--- src/hw/wdog_regs.vh ---
// Constants for the watchdog timeout block: register offsets, fields,
// reset values and timing counts.
// Assumes inclusion by bare name from the design files.
`ifndef WDOG_REGS_VH
`define WDOG_REGS_VH

// ----------------------------------------
// Register byte offsets
// ----------------------------------------
`define WD_CFG_OFS 12'h000
`define WD_CMD_OFS 12'h004
`define WD_STAT_OFS 12'h008
`define WD_IRQ_OFS 12'h00c
`define WD_MASK_OFS 12'h010
`define WD_CNT_OFS 12'h014

// ----------------------------------------
// Fields and reset values
// ----------------------------------------
`define WD_CFG_RESET 8'h00
`define WD_SEL_W 4
`define WD_CMD_ARM 0
`define WD_CMD_STOP 1
`define WD_EV_EXPIRE 0
`define WD_EV_CFGHIT 1
`define WD_EV_W 2

// ----------------------------------------
// Timing
// ----------------------------------------
`define WD_TICK_DIV 500
`define WD_STEP_TICKS 625
`define WD_RST_PULSE 16

`endif

--- src/hw/tick_divider.v ---
// Divides the master clock down to the watchdog tick.
// Assumes one clock domain and a synchronous active-high reset.
`timescale 1ns/1ps
`default_nettype none
module tick_divider
#(
  parameter DIV = 500
)
(
  input wire ref_clk,
  input wire rst,
  input wire restart,
  output reg tick
);
  reg [9:0] div_cnt;

  // Count DIV clocks, pulse tick once per period
  always @(posedge ref_clk)
  begin
    if (rst || restart)
    begin
      div_cnt <= 10'h000;
      tick <= 1'b0;
    end
    else if (div_cnt == DIV[9:0] - 10'h001)
    begin
      div_cnt <= 10'h000;
      tick <= 1'b1;
    end
    else
    begin
      div_cnt <= div_cnt + 10'h001;
      tick <= 1'b0;
    end
  end
endmodule
`default_nettype wire

--- src/hw/watchdog_timeout_select.v ---
// Watchdog timeout selection and expiry, with APB register access.
// Assumes APB master on ref_clk; rst synchronous active high.
//
// The register addresses and the APB interface to the registers were decided locally.
`timescale 1ns/1ps
`default_nettype none
`include "wdog_regs.vh"

// Operation
// [RULE1] Only config bits 3:0 select timeout
// [RULE2] Tick is master clock divided by 500
// [RULE3] Timeout equals tick period times count
// [RULE4] Code 0 one tick, else n*625 ticks
// [RULE5] Expiry while armed drives reset low
// [RULE6] Software refreshes before timeout elapses
// [RULE7] Stop instruction halts the watchdog
// [RULE8] Config write while armed forces reset
// [RULE9] Arm or refresh restarts tick count
module watchdog_timeout_select
#(
  parameter TICK_DIV = `WD_TICK_DIV,
  parameter STEP_TICKS = `WD_STEP_TICKS,
  parameter RST_PULSE = `WD_RST_PULSE
)
(
  input wire ref_clk,
  input wire rst,
  input wire psel,
  input wire penable,
  input wire pwrite,
  input wire [11:0] paddr,
  input wire [31:0] pwdata,
  output reg [31:0] prdata,
  output reg pready,
  output reg pslverr,
  output reg wdog_reset_n,
  output reg irq
);
  // ----------------------------------------
  // State
  // ----------------------------------------
  reg [7:0] watchdog_timeout_config;
  reg armed;
  reg [13:0] tick_cnt;
  reg [4:0] pulse_cnt;
  reg [`WD_EV_W-1:0] irq_status;
  reg [`WD_EV_W-1:0] irq_mask;
  wire refresh;
  wire watchdog_tick;
  wire wr_ok;
  wire status_clr;
  wire [`WD_EV_W-1:0] next_status;
  wire arm_refresh_instruction;
  wire watchdog_stop_instruction;
  wire cfg_write;
  wire expire;
  wire cfg_hit;
  wire [13:0] limit;
  wire [`WD_EV_W-1:0] events;
  reg [31:0] next_rdata;

  // Timeout in ticks from the selection code
  function [13:0] sel_ticks;
    input [3:0] code;
    begin
      if (code == 4'h0)
        sel_ticks = 14'h0001; // see [RULE4]
      else
        sel_ticks = {10'h000, code} * STEP_TICKS[13:0]; // see [RULE4]
    end
  endfunction

  // Address match for a mapped register
  function mapped;
    input [11:0] a;
    begin
      mapped = (a == `WD_CFG_OFS) || (a == `WD_CMD_OFS) || (a == `WD_STAT_OFS) ||
        (a == `WD_IRQ_OFS) || (a == `WD_MASK_OFS) || (a == `WD_CNT_OFS);
    end
  endfunction

  // ----------------------------------------
  // Bus decode
  // ----------------------------------------
  assign wr_ok = psel && penable && pready && pwrite && mapped(paddr);
  assign status_clr = wr_ok && (paddr == `WD_IRQ_OFS);
  assign arm_refresh_instruction = wr_ok && (paddr == `WD_CMD_OFS) && pwdata[`WD_CMD_ARM];
  assign watchdog_stop_instruction = wr_ok && (paddr == `WD_CMD_OFS) && pwdata[`WD_CMD_STOP];
  assign cfg_write = wr_ok && (paddr == `WD_CFG_OFS);
  assign limit = sel_ticks(watchdog_timeout_config[3:0]); // see [RULE1] [RULE3]
  // Stop in the same cycle as the last tick still wins
  assign expire = armed && watchdog_tick && !watchdog_stop_instruction &&
    (tick_cnt + 14'h0001 >= limit); // see [RULE3] [RULE7]
  assign cfg_hit = armed && cfg_write && !watchdog_stop_instruction; // see [RULE8]
  assign events = {cfg_hit, expire};
  // Restart the divider in the command cycle itself: a tick of the old
  // phase must not land on the freshly cleared count
  assign refresh = arm_refresh_instruction && !watchdog_stop_instruction; // see [RULE9]

  // ----------------------------------------
  // Tick generation
  // ----------------------------------------
  // Tick generator, restarted on each arm or refresh
  tick_divider #(.DIV(TICK_DIV)) u_div
  (
    .ref_clk(ref_clk),
    .rst(rst),
    .restart(refresh),
    .tick(watchdog_tick) // see [RULE2]
  );

  // Access ends one cycle after setup; bad address errors
  always @(posedge ref_clk)
  begin
    if (rst)
    begin
      pready <= 1'b0;
      pslverr <= 1'b0;
      prdata <= 32'h00000000;
    end
    else
    begin
      pready <= psel && !penable;
      pslverr <= psel && !penable && !mapped(paddr);
      prdata <= next_rdata;
    end
  end

  // Read data mux, captured at end of setup
  always @*
  begin
    next_rdata = 32'h00000000;
    case (paddr)
      `WD_CFG_OFS: next_rdata = {24'h000000, watchdog_timeout_config};
      `WD_STAT_OFS: next_rdata = {31'h00000000, armed};
      `WD_IRQ_OFS: next_rdata = {30'h00000000, irq_status};
      `WD_MASK_OFS: next_rdata = {30'h00000000, irq_mask};
      `WD_CNT_OFS: next_rdata = {18'h00000, tick_cnt};
      default: next_rdata = 32'h00000000;
    endcase
  end

  // ----------------------------------------
  // Watchdog core
  // ----------------------------------------
  // Config, arm state and tick counter
  always @(posedge ref_clk)
  begin
    if (rst)
    begin
      watchdog_timeout_config <= `WD_CFG_RESET;
      armed <= 1'b0;
      tick_cnt <= 14'h0000;
    end
    else
    begin
      if (cfg_write)
        watchdog_timeout_config <= pwdata[7:0];
      if (watchdog_stop_instruction || expire || cfg_hit)
      begin
        armed <= 1'b0; // see [RULE7]
        tick_cnt <= 14'h0000;
      end
      else if (arm_refresh_instruction)
      begin
        armed <= 1'b1; // see [RULE5]
        tick_cnt <= 14'h0000; // see [RULE9]
      end
      else if (armed && watchdog_tick)
        tick_cnt <= tick_cnt + 14'h0001;
    end
  end

  // Reset pulse on expiry or config write while armed
  // A later event during a pulse restarts its full length
  always @(posedge ref_clk)
  begin
    if (rst)
    begin
      pulse_cnt <= 5'h00;
      wdog_reset_n <= 1'b1;
    end
    else if (expire || cfg_hit)
    begin
      pulse_cnt <= RST_PULSE[4:0]; // see [RULE5] [RULE8]
      wdog_reset_n <= 1'b0;
    end
    else if (pulse_cnt != 5'h00)
    begin
      pulse_cnt <= pulse_cnt - 5'h01;
      wdog_reset_n <= (pulse_cnt == 5'h01);
    end
    else
      wdog_reset_n <= 1'b1;
  end

  // ----------------------------------------
  // Interrupts
  // ----------------------------------------
  // Next status per event bit; set wins over a write-one clear
  genvar ev;
  generate
    for (ev = 0; ev < `WD_EV_W; ev = ev + 1)
    begin : g_status
      assign next_status[ev] = events[ev] ||
        (irq_status[ev] && !(status_clr && pwdata[ev]));
    end
  endgenerate

  // Sticky status, write one to clear, set wins
  always @(posedge ref_clk)
  begin
    if (rst)
    begin
      irq_status <= 2'h0;
      irq_mask <= 2'h0;
      irq <= 1'b0;
    end
    else
    begin
      irq_status <= next_status;
      if (wr_ok && paddr == `WD_MASK_OFS)
        irq_mask <= pwdata[1:0];
      irq <= |(irq_status & irq_mask);
    end
  end
endmodule
`default_nettype wire

--- config.mk ---
export PLATFORM = sky130hd
export DESIGN_NAME = watchdog_timeout_select
export DESIGN_NICKNAME = d
export VERILOG_FILES = /design/src/hw/tick_divider.v /design/src/hw/watchdog_timeout_select.v
export VERILOG_INCLUDE_DIRS = /design/src /design/src/hw
export SDC_FILE = /design/constraint.sdc
export NUM_CORES = 1
export LEC_CHECK = 0
export BUFFER_PORTS_ARGS = -buffer_cell sky130_fd_sc_hd__buf_2
export CAP_MARGIN = 40
export CELL_PAD_IN_SITES_DETAIL_PLACEMENT = 0
export CELL_PAD_IN_SITES_GLOBAL_PLACEMENT = 1
export CORE_MARGIN = 2
export CORE_UTILIZATION = 30
export DETAILED_ROUTE_END_ITERATION = 8
export MAX_ROUTING_LAYER = met4
export PLACE_DENSITY = 0.71
export SLEW_MARGIN = 20
export SYNTH_ARGS = -nofsm -noshare
export SYNTH_HDL_FRONTEND = slang
export SYNTH_SLANG_ARGS = --single-unit
--- constraint.sdc ---
create_clock -name ref_clk -period 4.45 [get_ports ref_clk]
set_input_delay 1.335 -clock ref_clk [delete_from_list [all_inputs] [get_ports ref_clk]]
set_output_delay 1.335 -clock ref_clk [all_outputs]
set_load 0.005 [all_outputs]
* Word level (Yosys, flattened, before mapping)
Index checks and enable logic that the tools add are counted. W data, S select, Z words.
Word-level totals: latch bits 0, bits in read-only memories 0, memories kept 0, output and inout bits 36, logic and storage cells 81, bits in registers 79, bits in writable memories 0
Cells by class: bitwise operators 1, order comparisons 1, add/subtract/negate cells 3, eq/ne operators 7, $mul 1, div/mod/pow operators 0, mux-type cells 7, reductions and logical operators 47, shift operators 0
Operators with widths (count):
- $pmux W14 S5 | 1
- $eq A12 B4 Y1 const B | 2
- $eq A12 B5 Y1 const B | 2
- $logic_and A1 B1 Y1 | 22
- $add A14 B1 Y14 const B | 1
- $ge A14 B14 Y1 | 1
- $mul A4 B10 Y14 const B | 1
- $mux W14 | 1
- $eq A12 B3 Y1 const B | 1
- $logic_not A12 Y1 | 1
- $logic_or A1 B1 Y1 | 11
- $add A10 B1 Y10 const B | 1
- $eq A10 B9 Y1 const B | 1
- $mux W5 | 2
- $reduce_or A2 Y1 | 4
- $eq A5 B1 Y1 const B | 1
- $logic_not A1 Y1 | 5
- $reduce_bool A5 Y1 | 1
- $sub A5 B1 Y5 const B | 1
- $logic_not A4 Y1 | 1
- $mux W1 | 3
- $reduce_or A3 Y1 | 1
- $and A2 B2 Y2 | 1
- $reduce_bool A2 Y1 | 1

* Depth between registers and ports, before layout
Gate-level depths: netlist of the first run.
depth in word-level cells 15, mapped depth 18

* Modules after synthesis
Synthesis of the first run repeated with hierarchy kept, for this count alone.
Unflattened totals: cell total of the unflattened synthesis 442, area total of the unflattened synthesis 3754.9 µm²
By module, submodules not included:
- watchdog_timeout_select | cells an instance 389, seq. area each 1001.0 µm², instances 1, area each 3286.9 µm²
- tick_divider | cells an instance 53, seq. area each 220.2 µm², instances 1, area each 467.9 µm²

* Worst setup path before layout of the first run
No wires, ideal clock.
kind reg-to-reg, start register watchdog_timeout_config[1], end register armed, path buffers 2, arrival time 3920 ps, slack 452 ps, setup time 78 ps, required time 4372 ps, period minus slack after synthesis 3998 ps, cell stages (with the launch flop) 18, cells stage by stage dfxtp_1 > fa_1 > ha_1 > inv_1 > fa_1 > nor2b_1 > o21ai_0 > a21boi_0 > o21ai_0 > mux2_2 > ha_1 > nand3_1 > nand2_1 > or3_1 > o211a_1 > buf_6 > buf_4 > nor3_1
Between the ends: word-level cells in the longest chain between the ends 7
RTL lines:
- start, declared | RTL line watchdog_timeout_select.v:42 | reg [7:0] watchdog_timeout_config;
- start signal, assigned | RTL line watchdog_timeout_select.v:151 | watchdog_timeout_config <= `WD_CFG_RESET;
- start signal, assigned | RTL line watchdog_timeout_select.v:158 | watchdog_timeout_config <= pwdata[7:0];
- $mul A4 B10 Y14 or $logic_not A4 Y1 (tied branches) | RTL line watchdog_timeout_select.v:69, watchdog_timeout_select.v:66
- $mux W14 * | RTL line watchdog_timeout_select.v:66 | if (code == 4'h0)
- $ge A14 B14 Y1 * | RTL line watchdog_timeout_select.v:93 | (tick_cnt + 14'h0001 >= limit);
- $logic_and A1 B1 Y1 * | RTL line watchdog_timeout_select.v:92 | assign expire = armed && watchdog_tick && !watchdog_stop_instruction &&
- $logic_or A1 B1 Y1 * (2 in a row) | RTL line watchdog_timeout_select.v:159 | if (watchdog_stop_instruction || expire || cfg_hit)
- $reduce_or A2 Y1 (no source line) *
- end signal, assigned | RTL line watchdog_timeout_select.v:152 | armed <= 1'b0;
- end signal, assigned | RTL line watchdog_timeout_select.v:161 | armed <= 1'b0;
- end signal, assigned | RTL line watchdog_timeout_select.v:166 | armed <= 1'b1;
- end, declared | RTL line watchdog_timeout_select.v:43 | reg armed;
Every way passes the cells marked *; elsewhere a longest branch is shown, timed or not. A chain may end at the register's enable or synchronous reset.

* Final worst setup path of the first run
start register watchdog_timeout_config[1], end register tick_cnt[11]
Between the ends: word-level cells in the longest chain between the ends 7
RTL lines:
- $mul A4 B10 Y14 or $logic_not A4 Y1 (tied branches) | RTL line watchdog_timeout_select.v:69, watchdog_timeout_select.v:66
- $mux W14 * | RTL line watchdog_timeout_select.v:66
- $ge A14 B14 Y1 * | RTL line watchdog_timeout_select.v:93
- $logic_and A1 B1 Y1 * | RTL line watchdog_timeout_select.v:92
- $logic_or A1 B1 Y1 * (2 in a row) | RTL line watchdog_timeout_select.v:159
- $reduce_or A3 Y1 (no source line) *
- end signal, assigned | RTL line watchdog_timeout_select.v:170 | tick_cnt <= tick_cnt + 14'h0001;
- end, declared | RTL line watchdog_timeout_select.v:44 | reg [13:0] tick_cnt;
Marks and branches as above.

==> summary.txt, run 1 <==
outcome: complete, no violations
row count: 40
pwr dens: 364 mW/mm^2
final critical-path required period: 4.15 ns
input/output buffers: 42
Top FF cell, synth: dfxtp_1
relative slew slack: 62.7%
Clock power frac: 50.5%
final net count: 549
Least-Margin Pin Slew: 0.558 ns
layout-stage area growth over the synthesis result: 17.1%
largest fanout on the critical path: 14
highest routed layer: met4
number of violations reported at the end of detailed-routing iteration 0: 118
overall routing resource usage: 13.2%
clock root buffer: clkbuf_16
vertical die dimension: 115 um
Syn Inst Count: 425
final design area excluding fillers: 0.00430 sq mm
Cell Area, Synth: 0.00367 sq mm
Synthesis Warnings: 0
EDFF count, synth: 0
Resized Gates After CTS: 0
final worst path period share: 93.2%
total count of max-transition violations in the final report: 0
combinational group share of total power: 11.2%
clock tree from TritonCTS: yes
layout cell share with drive strength beyond 1: 16.5%
remaining antenna violation count: 0
RSZ-0062 raised after global routing: no
worst IR drop on VDD: 0.192 mV
kind of capture point of the worst setup path: register
number of buffers inserted to repair setup after CTS: 0
I/O pins: 85
number of antenna violations at the first check in global routing: 0
worst setup skew after layout: 0.00904 ns
net switching power: 0.361 mW
WL final: 8.07 mm
Synth Register Bits: 61
Initial DRT Pass Iterations: 4
average size of a mapped cell: 8.64 sq um
count of different cell masters after synthesis: 50
via count: 2,946
routed wl met2: 3.60 mm
number of buffers inserted during clock tree synthesis: 9
final number of setup-violating endpoints: 0
FFs w/ async S/R, synth: 0%
total DRC errors in the routed layout: 0
Achievable Freq: 0.241 GHz
core area: 0.0120 sq mm
Antenna Diode Count: 0
horizontal die dimension: 115 um
CP max stage cell: fa_1
data required time at the worst endpoint: 4.69 ns
largest net degree at the start of global routing: 20
switching share of power: 23.1%
kind of start point of the critical path: register
Avg WL per Cell: 13.1 um
Worst-Skew Late Latency: 0.33 ns
CTS sink cnt: 61
sequence of cells on the critical path: fa_1 > ha_1 > inv_1 > fa_1 > nor2b_1 > o21ai_0 > a21boi_0 > o21ai_0 > mux2_2 > ha_1 > nand3_1 > nand2_1 > or3_1 > o211a_4 > buf_12 > nor3_1
effective utilization at floorplan: 30.7%
total placed instance area: 0.00395 sq mm
Setup Total Neg Slack: 0 ns
sequential share of power: 38.3%
Int Pwr: 1.20 mW
final HPWL from detailed placement: 6.14 mm
critical path arrival: 4.38 ns
launching instance or port of the critical path: watchdog_timeout_config[1]
sum of overflow across all layers after global routing: 0
CTS Buffer Depth: 2
routed length on met1: 4.03 mm
first-pass GRT wire length: 13.4 mm
HP Start: u_div.div_cnt[0]
clock-pin transition on the worst setup and hold timing paths: 0.06 ns
drt via density: 4.79
Filler cells: 1,235
share of the yosys chip area belonging to registers: 33.3%
max capacitance violation total: 0
WS Path Type: reg -> reg
Routability Congestion: 0.750
number of levels the H-tree was split into: 3
HP Class: reg -> reg
delay of the slowest cell on the worst path: 0.49 ns
via count of the first global-routing pass: 2,783
met3 routed wirelength: 354 um
launch instance of the worst register-to-register path: watchdog_timeout_config[1]
static power due to leakage: 1.83 nW
Hold Fails Final Rpt: 0
hold buffer count at CTS: 0
die footprint: 0.0131 sq mm
## cell usage after synthesis, drive strengths merged (3+ instances only)
master	count	share of area (%)
dfxtp	61	33
nor2	51	5.2
ha	34	12
nand2	33	3.4
buf	27	5.5
nor3	25	3.5
xnor2	22	5.2
inv	16	1.6
xor2	16	3.8
nand4	14	2.4
and3	13	2.2
mux2i	13	3.5
clkbuf	12	1.2
nand3	11	1.6
a21oi	10	1.4
o21ai	10	1.5
a22oi	8	1.6
or3	5	0.99
a31oi	4	0.85
and2	3	0.51
fa	3	1.6
nor2b	3	0.51
nor4	3	0.68
o211ai	3	0.61
## cell type report
| type | instances | area [sq um] | area share, % |
|---|---|---|---|
| clock buffers | 10 | 229 | 5.33 |
| clock inverters | 6 | 111 | 2.59 |
| inverters | 16 | 60.1 | 1.40 |
| multi-input cells | 326 | 2220 | 51.6 |
| flip-flops and latches | 61 | 1220 | 28.4 |
| well taps | 147 | 184 | 4.28 |
| repair buffers | 49 | 275 | 6.40 |
## registers in the layout, indices dropped and copies added, names as in the netlist
| name | flops |
|---|---|
| tick_cnt | 14 |
| pready | 1 |
| irq | 1 |
| pulse_cnt | 5 |
| wdog_reset_n | 1 |
| u_div.tick | 1 |
| u_div.div_cnt | 10 |
| irq_mask | 2 |
| armed | 1 |
| pslverr | 1 |
| irq_status | 2 |
| watchdog_timeout_config | 8 |
| prdata | 14 |
## cells by family (layout without fill, tap and decap cells)
logic type / after synthesis / after routing / synth area share (%)
flops: 61 / 61 / 33.3
mux: 15 / 15 / 4.16
buf+inv: 55 / 81 / 8.31
xor+xnor: 38 / 38 / 9.06
simple gates: 171 / 171 / 23.2
other cells: 1 / 18 / 0.102
fa+ha+maj: 37 / 37 / 13.2
compound gates: 47 / 47 / 8.65
## cells in the final DEF (no fill, tap or decap), types with 16 or more instances in the layout
cell type	count
buf_2	42
inv_1	16
nor3_1	24
nand2_1	33
ha_1	34
conb_1	18
nor2_1	51
xnor2_1	22
dfxtp_1	60
xor2_1	16
## power groups by stage
stage	combinational [mW]	sequential, mW	clock (mW)
2_1_floorplan	0.145	0.607	0
3_3_place_gp	0.171	0.610	0
3_5_place_dp	0.174	0.611	0
4_1_cts	0.176	0.600	0.809
5_1_grt	0.199	0.604	0.830
6_report	0.175	0.600	0.791
## final timing paths
kind	slack, ns	end	cells after the start
hold / removal	0.46	u_div.div_cnt[0]	1
hold reg to reg	0.46	u_div.div_cnt[0]	1
setup reg to reg	0.30	tick_cnt[11]	16
setup / recovery	0.30	tick_cnt[11]	16
## through the flow
stage | total power, mW | hold WS [ns] | util (%) | instances | worst slack, ns
finish | 1.57 | 0.464 | 35.9 | 615 | 0.304
global route | 1.63 | 0.497 | 35.9 | 615 | 0.0171
CTS | 1.58 | 0.470 | 35.9 | 615 | 0.129
detailed placement | 0.785 | 0.457 | 33.0 | 599 | 0.175
global placement | 0.780 | 0.445 | 33.0 | 599 | 0.237
floorplan | 0.752 | 0.430 | - | 442 | 0.452
## metal layers
metal / vias up / track usage [%]
met4: 0 / 3.90
met1: 1357 / 17.1
li1: 1510 / -
met5: - / -
met3: 9 / 3.12
met2: 70 / 20.5
## worst max-delay path: cells and delay by family (launching register included)
| family | cells | cell delay, ns |
|---|---|---|
| AND/OR/NAND/NOR | 5 | 0.90 |
| buffers and inverters | 2 | 0.21 |
| flip-flops | 1 | 0.35 |
| adder cells (fa/ha/maj) | 4 | 1.57 |
| AO/OA/AOI/OAI | 4 | 0.72 |
| multiplexers | 1 | 0.29 |
(Power assumes the default switching activity.)
==> run 2, diff against run 1 <==
--- a/config.mk
+++ b/config.mk
@@ -6,6 +6,7 @@
 export SDC_FILE = /design/constraint.sdc
 export NUM_CORES = 1
 export LEC_CHECK = 0
+export ABC_AREA = 1
 export BUFFER_PORTS_ARGS = -buffer_cell sky130_fd_sc_hd__buf_2
 export CAP_MARGIN = 40
 export CELL_PAD_IN_SITES_DETAIL_PLACEMENT = 0
@@ -14,7 +15,7 @@
 export CORE_UTILIZATION = 30
 export DETAILED_ROUTE_END_ITERATION = 8
 export MAX_ROUTING_LAYER = met4
-export PLACE_DENSITY = 0.71
+export PLACE_DENSITY = 0.75
 export SLEW_MARGIN = 20
 export SYNTH_ARGS = -nofsm -noshare
 export SYNTH_HDL_FRONTEND = slang
==> constraint.sdc (replaced) <==
create_clock -name ref_clk -period 3.5 [get_ports ref_clk]
set_input_delay 0.175 -clock ref_clk [delete_from_list [all_inputs] [get_ports ref_clk]]
set_output_delay 0.175 -clock ref_clk [all_outputs]
set_load 0.005 [all_outputs]
==> run 2 against run 1 <==
  * Critical path type unchanged
  * Design area rose by 15%
  * Worst setup slack worse by 0.50 ns
  * Largest power group unchanged
  * Core utilization grew 3.2 points
  * Sequential power increased by 25%
  * The run now ends with setup timing left
  * Area after synthesis grew 5.3%
  * Critical endpoint is now tick_cnt[4]
  * Register-to-register slack lost 0.50 ns
==> summary.txt, run 2 <==
net switching power: 0.483 mW (+34%)
Synth Register Bits: 61 (unchanged)
final HPWL from detailed placement: 7.19 mm (+17%)
kind of start point of the critical path: register
Syn Inst Count: 537 (+26%)
most frequent cells after synthesis: nand2_1 (113), inv_1 (71), dfxtp_1 (61)
pwr dens: 394 mW/mm^2 (+8.3%)
sequence of cells on the critical path: fa_1 > ha_4 > inv_2 > fa_2 > inv_2 > nand2_2 > nand2_1 > a21oi_1 > inv_1 > a21oi_2 > o21ai_2 > o31ai_2 > ha_1 > nand2_2 > inv_2 > buf_6 > nand4_1 > nor3_2 > nor2_4 > o21ai_2 > nor2_2 > buf_6 > nand2_8 > nor2_2
sequential share of power: 38.6% (+0.3 points)
share of the yosys chip area belonging to registers: 31.6% (-1.7 points)
horizontal die dimension: 118 um (+2.5%)
Initial DRT Pass Iterations: 4 (unchanged)
number of levels the H-tree was split into: 3 (unchanged)
input/output buffers: 42 (unchanged)
total DRC errors in the routed layout: 0 (unchanged)
delay of the slowest cell on the worst path: 0.52 ns (+0.03 ns)
max capacitance violation total: 0 (unchanged)
number of violations reported at the end of detailed-routing iteration 0: 163 (+38%)
largest fanout on the critical path: 7 (-7)
final number of setup-violating endpoints: 22 (+22)
layout-stage area growth over the synthesis result: 27.6%
Least-Margin Pin Slew: 0.765 ns (+0.206 ns)
final critical-path required period: 3.70 ns (-0.445 ns)
number of antenna violations at the first check in global routing: 0 (unchanged)
area fraction of the dominant cell type after synthesis: 31.6% (-1.7 points)
commonest non-fill, non-tap cell in the layout: nand2_1
drt via density: 4.51 (-5.8%)
CTS sink cnt: 61 (unchanged)
number of buffers inserted during clock tree synthesis: 9 (unchanged)
remaining antenna violation count: 0 (unchanged)
FFs w/ async S/R, synth: 0% (unchanged)
launching instance or port of the critical path: watchdog_timeout_config[2]
largest net degree at the start of global routing: 25 (+25%)
HP Start: penable
main area contributors after synthesis: dfxtp_1 (32%), ha_1 (11%), nand2_1 (11%)
row count: 41 (+2.5%)
Routability Congestion: 0.877 (+17%)
total count of max-transition violations in the final report: 0 (unchanged)
static power due to leakage: 2.25 nW (+23%)
clock root buffer: clkbuf_16
final net count: 690 (+26%)
Cell Area, Synth: 0.00387 sq mm (+5.3%)
largest area contributor in the netlist: dfxtp_1
violations in the final reports: setup timing
Hold Fails Final Rpt: 0 (unchanged)
worst setup skew after layout: 0.0108 ns (+0.00173 ns)
biggest registers after layout: prdata: 14 flops, tick_cnt: 14 flops, u_div.div_cnt: 10 flops
overall routing resource usage: 14.1% (+0.89 points)
count of different cell masters after synthesis: 36 (-28%)
CTS Buffer Depth: 2 (unchanged)
cell family contributing the most delay on the critical path: adder cells
kind of capture point of the worst setup path: register
die footprint: 0.0138 sq mm (+5.1%)
HP Class: in -> reg
least setup slack across all paths after layout: -0.201 ns (-0.505 ns)
CP max stage cell: fa_1
switching share of power: 24.8% (+1.8 points)
Achievable Freq: 0.270 GHz (+12%)
I/O pins: 85 (unchanged)
sum of overflow across all layers after global routing: 0 (unchanged)
most numerous cell on the critical path: inv_2
vertical die dimension: 118 um (+2.5%)
Antenna Diode Count: 0 (unchanged)
core area: 0.0126 sq mm (+5.5%)
leading cell type by number of instances after synthesis: nand2_1
effective utilization at floorplan: 30.6% (-0.064 points)
leading cell types in the layout, fill and taps excluded: nand2_1 (108), inv_1 (67), dfxtp_1 (58)
critical path arrival: 3.92 ns (-0.46 ns)
Synthesis Warnings: 0 (unchanged)
average size of a mapped cell: 7.20 sq um (-17%)
reg-to-reg slack, setup: -0.20 ns (-0.50 ns)
Power, Total: 1.94 mW (+24%)
first-pass GRT wire length: 15.3 mm (+14%)
Clock power frac: 50.4% (about the same)
combinational group share of total power: 11.0% (-0.2 points)
final worst path period share: 106% (+13 points)
Int Pwr: 1.46 mW (+21%)
RSZ-0062 raised after global routing: yes
Top FF cell, synth: dfxtp_1
via count: 3,523 (+20%)
EDFF count, synth: 0 (unchanged)
Avg WL per Cell: 12.0 um (-8.3%)
clock tree from TritonCTS: yes
Worst-Skew Late Latency: 0.34 ns (about the same)
clock-pin transition on the worst setup and hold timing paths: 0.06 ns (about the same)
WL final: 9.40 mm (+16%)
launch instance of the worst register-to-register path: watchdog_timeout_config[2]
data required time at the worst endpoint: 3.72 ns (-0.97 ns)
outcome: finished, violations left
WS Path Type: reg -> reg
buffers and inverters on the worst path: 6 (+4)
via count of the first global-routing pass: 3,423 (+23%)
Fin Hold WS: 0.0377 ns (-0.426 ns)
layout cell share with drive strength beyond 1: 26.3% (+9.8 points)
worst IR drop on VDD: 0.242 mV (+26%)
relative slew slack: 48.9% (-14 points)
==> run 2: changes by cell type after synthesis, sizes merged, moves of 12 or more <==
cell / before / now
nand2: 33 / 117
inv: 16 / 78
nand3: 11 / 35
o21ai: 10 / 28
xnor2: 22 / 5
a21oi: 10 / 25
and3: 13 / 1
mux2i: 13 / 1
nor2: 51 / 63
==> run 2: final timing paths <==
| kind | endpoint | cells past startpoint |
|---|---|---|
| setup / recovery | tick_cnt[4] | 24 |
| hold / removal | pslverr | 2 |
| setup reg to reg | tick_cnt[4] | 24 |
| hold reg to reg | prdata[5] | 2 |
==> run 2: cell type report <==
class                      count  area [sq um]
inverter                      78           293
clock buffer                  10           239
sequential                    61          1230
clock inverter                 6          93.8
fill                        1334          7690
tap                          172           215
multi-input combinational    389          2460
timing repair buffer          65           405
==> run 2: cells by family after synthesis <==
logic type      share of synthesized area, %
compound gates                          8.29
xor+xnor                                4.08
fa+ha+maj                               12.6
buf+inv                                 12.3
flops                                   31.6
mux                                    0.259
other cells                           0.0970
simple gates                            30.9
==> run 2: what timing repair did <==
action / CTS / global route
setup endpoints to repair: 22 / 22
setup buffers: 6 / 1
cloned: 1 / 0
resized for setup: 29 / 22
hold buffers: 0 / 0
pin swaps: 20 / 31
==> run 2: power groups by stage <==
stage                     sequential [mW]  combinational [mW]  clock (mW)
after floorplan                     0.760               0.174           0
after global placement              0.763               0.202           0
after detailed placement            0.764               0.208           0
after CTS                           0.749               0.212       0.994
after global routing                0.753               0.240        1.02
final                               0.750               0.215       0.980
==> run 2: layer usage <==
metal,vias to the layer above,GRT usage [%],wire length (um),share of wire (%)
met2,46,24.6,4860,52
li1,1827,-,-,-
met5,-,-,0,0
met3,12,1.84,266,2.8
met4,0,6.17,165,1.8
met1,1638,16.2,4110,44
==> run 2: metrics by stage <==
stage | setup TNS (ns) | instances | setup slack (ns) | util [%] | cell area (sq um)
detailed placement | -4.11 | 757 | -0.224 | 34.0 | 4300
finish | -3.69 | 781 | -0.201 | 39.1 | 4930
global placement | -3.47 | 757 | -0.181 | 34.0 | 4300
global route | -7.58 | 781 | -0.375 | 39.1 | 4930
floorplan | 0 | 554 | 0.0417 | - | 3930
CTS | -1.81 | 780 | -0.138 | 38.2 | 4820
==> run 3, diff against run 2 <==
--- a/config.mk
+++ b/config.mk
@@ -11,11 +11,12 @@
 export CAP_MARGIN = 40
 export CELL_PAD_IN_SITES_DETAIL_PLACEMENT = 0
 export CELL_PAD_IN_SITES_GLOBAL_PLACEMENT = 1
+export CORE_ASPECT_RATIO = 1.1
 export CORE_MARGIN = 2
 export CORE_UTILIZATION = 30
 export DETAILED_ROUTE_END_ITERATION = 8
 export MAX_ROUTING_LAYER = met4
-export PLACE_DENSITY = 0.75
+export PLACE_DENSITY = 0.72
 export SLEW_MARGIN = 20
 export SYNTH_ARGS = -nofsm -noshare
 export SYNTH_HDL_FRONTEND = slang
==> constraint.sdc (replaced) <==
create_clock -name ref_clk -period 3.8 [get_ports ref_clk]
set_input_delay 0.19 -clock ref_clk [delete_from_list [all_inputs] [get_ports ref_clk]]
set_output_delay 0.19 -clock ref_clk [all_outputs]
set_load 0.005 [all_outputs]
==> run 3 against run 2 <==
  * Sequential power fell by 7.9%
  * Cell count shrank 3.1%
  * The flow now finishes without violations
  * Combinational power fell by 10%
  * Highest routed layer unchanged
  * Core utilization shrank 0.24 points
  * Flip-flop and latch count unchanged
  * Power down 4.7%
  * Die area is essentially flat
==> summary.txt, run 3 (same netlist as run 2, synthesis figures left out) <==
least setup slack across all paths after layout: 0.128 ns (+0.329 ns)
drt via density: 4.53 (+0.36%)
horizontal die dimension: 112 um (-4.5%)
number of antenna violations at the first check in global routing: 0 (unchanged)
via count of the first global-routing pass: 3,386 (-1.1%)
die footprint: 0.0138 sq mm (about the same)
layout-stage area growth over the synthesis result: 26.5%
relative slew slack: 47.3% (-1.6 points)
total DRC errors in the routed layout: 0 (unchanged)
kind of capture point of the worst setup path: register
biggest registers after layout: prdata: 14 flops, tick_cnt: 14 flops, u_div.div_cnt: 10 flops
Initial DRT Pass Iterations: 7 (+3)
Worst-Skew Late Latency: 0.32 ns (-0.02 ns)
number of buffers inserted during clock tree synthesis: 9 (unchanged)
core area: 0.0126 sq mm (-0.24%)
first-pass GRT wire length: 15.4 mm (+0.67%)
effective utilization at floorplan: 30.7% (+0.073 points)
RSZ-0062 raised after global routing: yes
total placed instance area: 0.00424 sq mm (-1.4%)
total count of max-transition violations in the final report: 0 (unchanged)
vertical die dimension: 123 um (+4.7%)
final number of setup-violating endpoints: 0 (-100%)
number of violations reported at the end of detailed-routing iteration 0: 111 (-32%)
number of levels the H-tree was split into: 3 (unchanged)
Clock power frac: 52.3% (+1.9 points)
clock tree from TritonCTS: yes
outcome: complete, no violations
kind of start point of the critical path: register
combinational group share of total power: 10.4% (-0.6 points)
worst setup skew after layout: 0.00395 ns (-0.00682 ns)
CTS Buffer Depth: 2 (unchanged)
Power, Total: 1.85 mW (-4.7%)
Filler cells: 1,360 (+1.9%)
Int Pwr: 1.45 mW (-1.1%)
WL final: 9.30 mm (-1.0%)
max capacitance violation total: 0 (unchanged)
sum of overflow across all layers after global routing: 0 (unchanged)
leading cell types in the layout, fill and taps excluded: nand2_1 (104), inv_1 (67), dfxtp_1 (58)
sequential share of power: 37.3% (-1.3 points)
data required time at the worst endpoint: 4.01 ns (+0.29 ns)
pre-CTS setup slack: -0.0686 ns (+0.155 ns)
final net count: 681 (-1.3%)
Achievable Freq: 0.272 GHz (+0.79%)
row count: 43 (+4.9%)
Routability Congestion: 0.826 (-5.8%)
I/O pins: 85 (unchanged)
end-of-flow core utilization: 38.8% (-0.24 points)
Fin Hold WS: 0.0595 ns (+0.0218 ns)
Antenna Diode Count: 0 (unchanged)
switching share of power: 22.1% (-2.8 points)
clock root buffer: clkbuf_16
critical path arrival: 3.89 ns (-0.03 ns)
net switching power: 0.409 mW (-15%)
Least-Margin Pin Slew: 0.789 ns (+0.0245 ns)
final worst path period share: 96.6% (-9.1 points)
Hold Fails Final Rpt: 0 (unchanged)
Avg WL per Cell: 12.3 um (+2.1%)
final design area excluding fillers: 0.00489 sq mm (-0.86%)
static power due to leakage: 2.22 nW (-1.4%)
CTS sink cnt: 61 (unchanged)
remaining antenna violation count: 0 (unchanged)
input/output buffers: 42 (unchanged)
overall routing resource usage: 14.3% (+0.18 points)
pwr dens: 379 mW/mm^2 (-3.8%)
WS Path Type: reg -> reg
largest net degree at the start of global routing: 25 (unchanged)
final critical-path required period: 3.67 ns (-0.0289 ns)
final HPWL from detailed placement: 7.14 mm (-0.59%)
clock-pin transition on the worst setup and hold timing paths: 0.05 ns (about the same)
commonest non-fill, non-tap cell in the layout: nand2_1
via count: 3,427 (-2.7%)
largest fanout on the critical path: 7 (unchanged)
HP Class: in -> reg
layout cell share with drive strength beyond 1: 26.2% (-0.11 points)
worst IR drop on VDD: 0.305 mV (+26%)
run 3: power by group through the flow:
stage          logic [mW]  clock network (mW)  registers [mW]
2_1_floorplan       0.161                   0           0.700
3_3_place_gp        0.186                   0           0.702
3_5_place_dp        0.190                   0           0.703
4_1_cts             0.194               0.993           0.690
5_1_grt             0.223                1.02           0.693
6_report            0.193               0.970           0.691
run 3: per-stage QoR:
step | setup TNS (ns) | std cells
5_1_grt | -1.91 | 757
4_1_cts | 0 | 756
3_5_place_dp | -1.02 | 737
3_3_place_gp | -0.532 | 737
6_report | 0 | 757
2_1_floorplan | 0 | 554
run 3: per-layer routing:
metal	wire length [um]	vias to the layer above	global-route usage, %	part of all wire, %
li1	-	1803	-	-
met1	4030	1565	16.1	43
met2	4890	43	25.5	53
met3	223	16	2.99	2.4
met4	163	0	4.50	1.8
met5	0	-	-	0
run 3: worst max-delay path: stages, from the launching register on:
cell and delay, ns:
dfxtp_2 0.33, fa_1 0.60, ha_4 0.23, ha_4 0.21, nand2_2 0.05, nor2_2 0.03, a211oi_2 0.26, nor2_2 0.09
o21ai_2 0.17, nand2_1 0.09, nand2_1 0.08, nand3_2 0.08, ha_4 0.32, nand2_4 0.05, nor2_4 0.12, and3_4 0.19
nand2_2 0.05, nand2_2 0.08, nor2_4 0.04, o21ai_2 0.13, nor2_2 0.07, buf_6 0.13, nand2_8 0.11, nor2_1 0.05
run 3: path summary, 6_finish.rpt:
path,endpoint,slack [ns],cells past startpoint,from
max,tick_cnt[0],0.13,23,watchdog_timeout_config[1]
min,pslverr,0.06,2,penable
max reg2reg,tick_cnt[0],0.13,23,watchdog_timeout_config[1]
min reg2reg,irq,0.46,2,irq_mask[1]
run 3: layout make-up:
cell class                 count  area, sq um  area share, %
clock buffer                  13          270           5.53
clock inverter                 3         90.1           1.84
timing repair buffer          56          330           6.75
inverter                      78          293           5.99
tap                          157          196           4.02
multi-input combinational    389         2490           50.8
sequential                    61         1220           25.0
run 3: repair_timing:
item                                    CTS  global route
buffers inserted                          2             1
pin swaps                                 8            31
hold buffers                              0             0
gates cloned                              1             0
endpoints found under the setup margin   20            22
gates resized for setup                  12            49
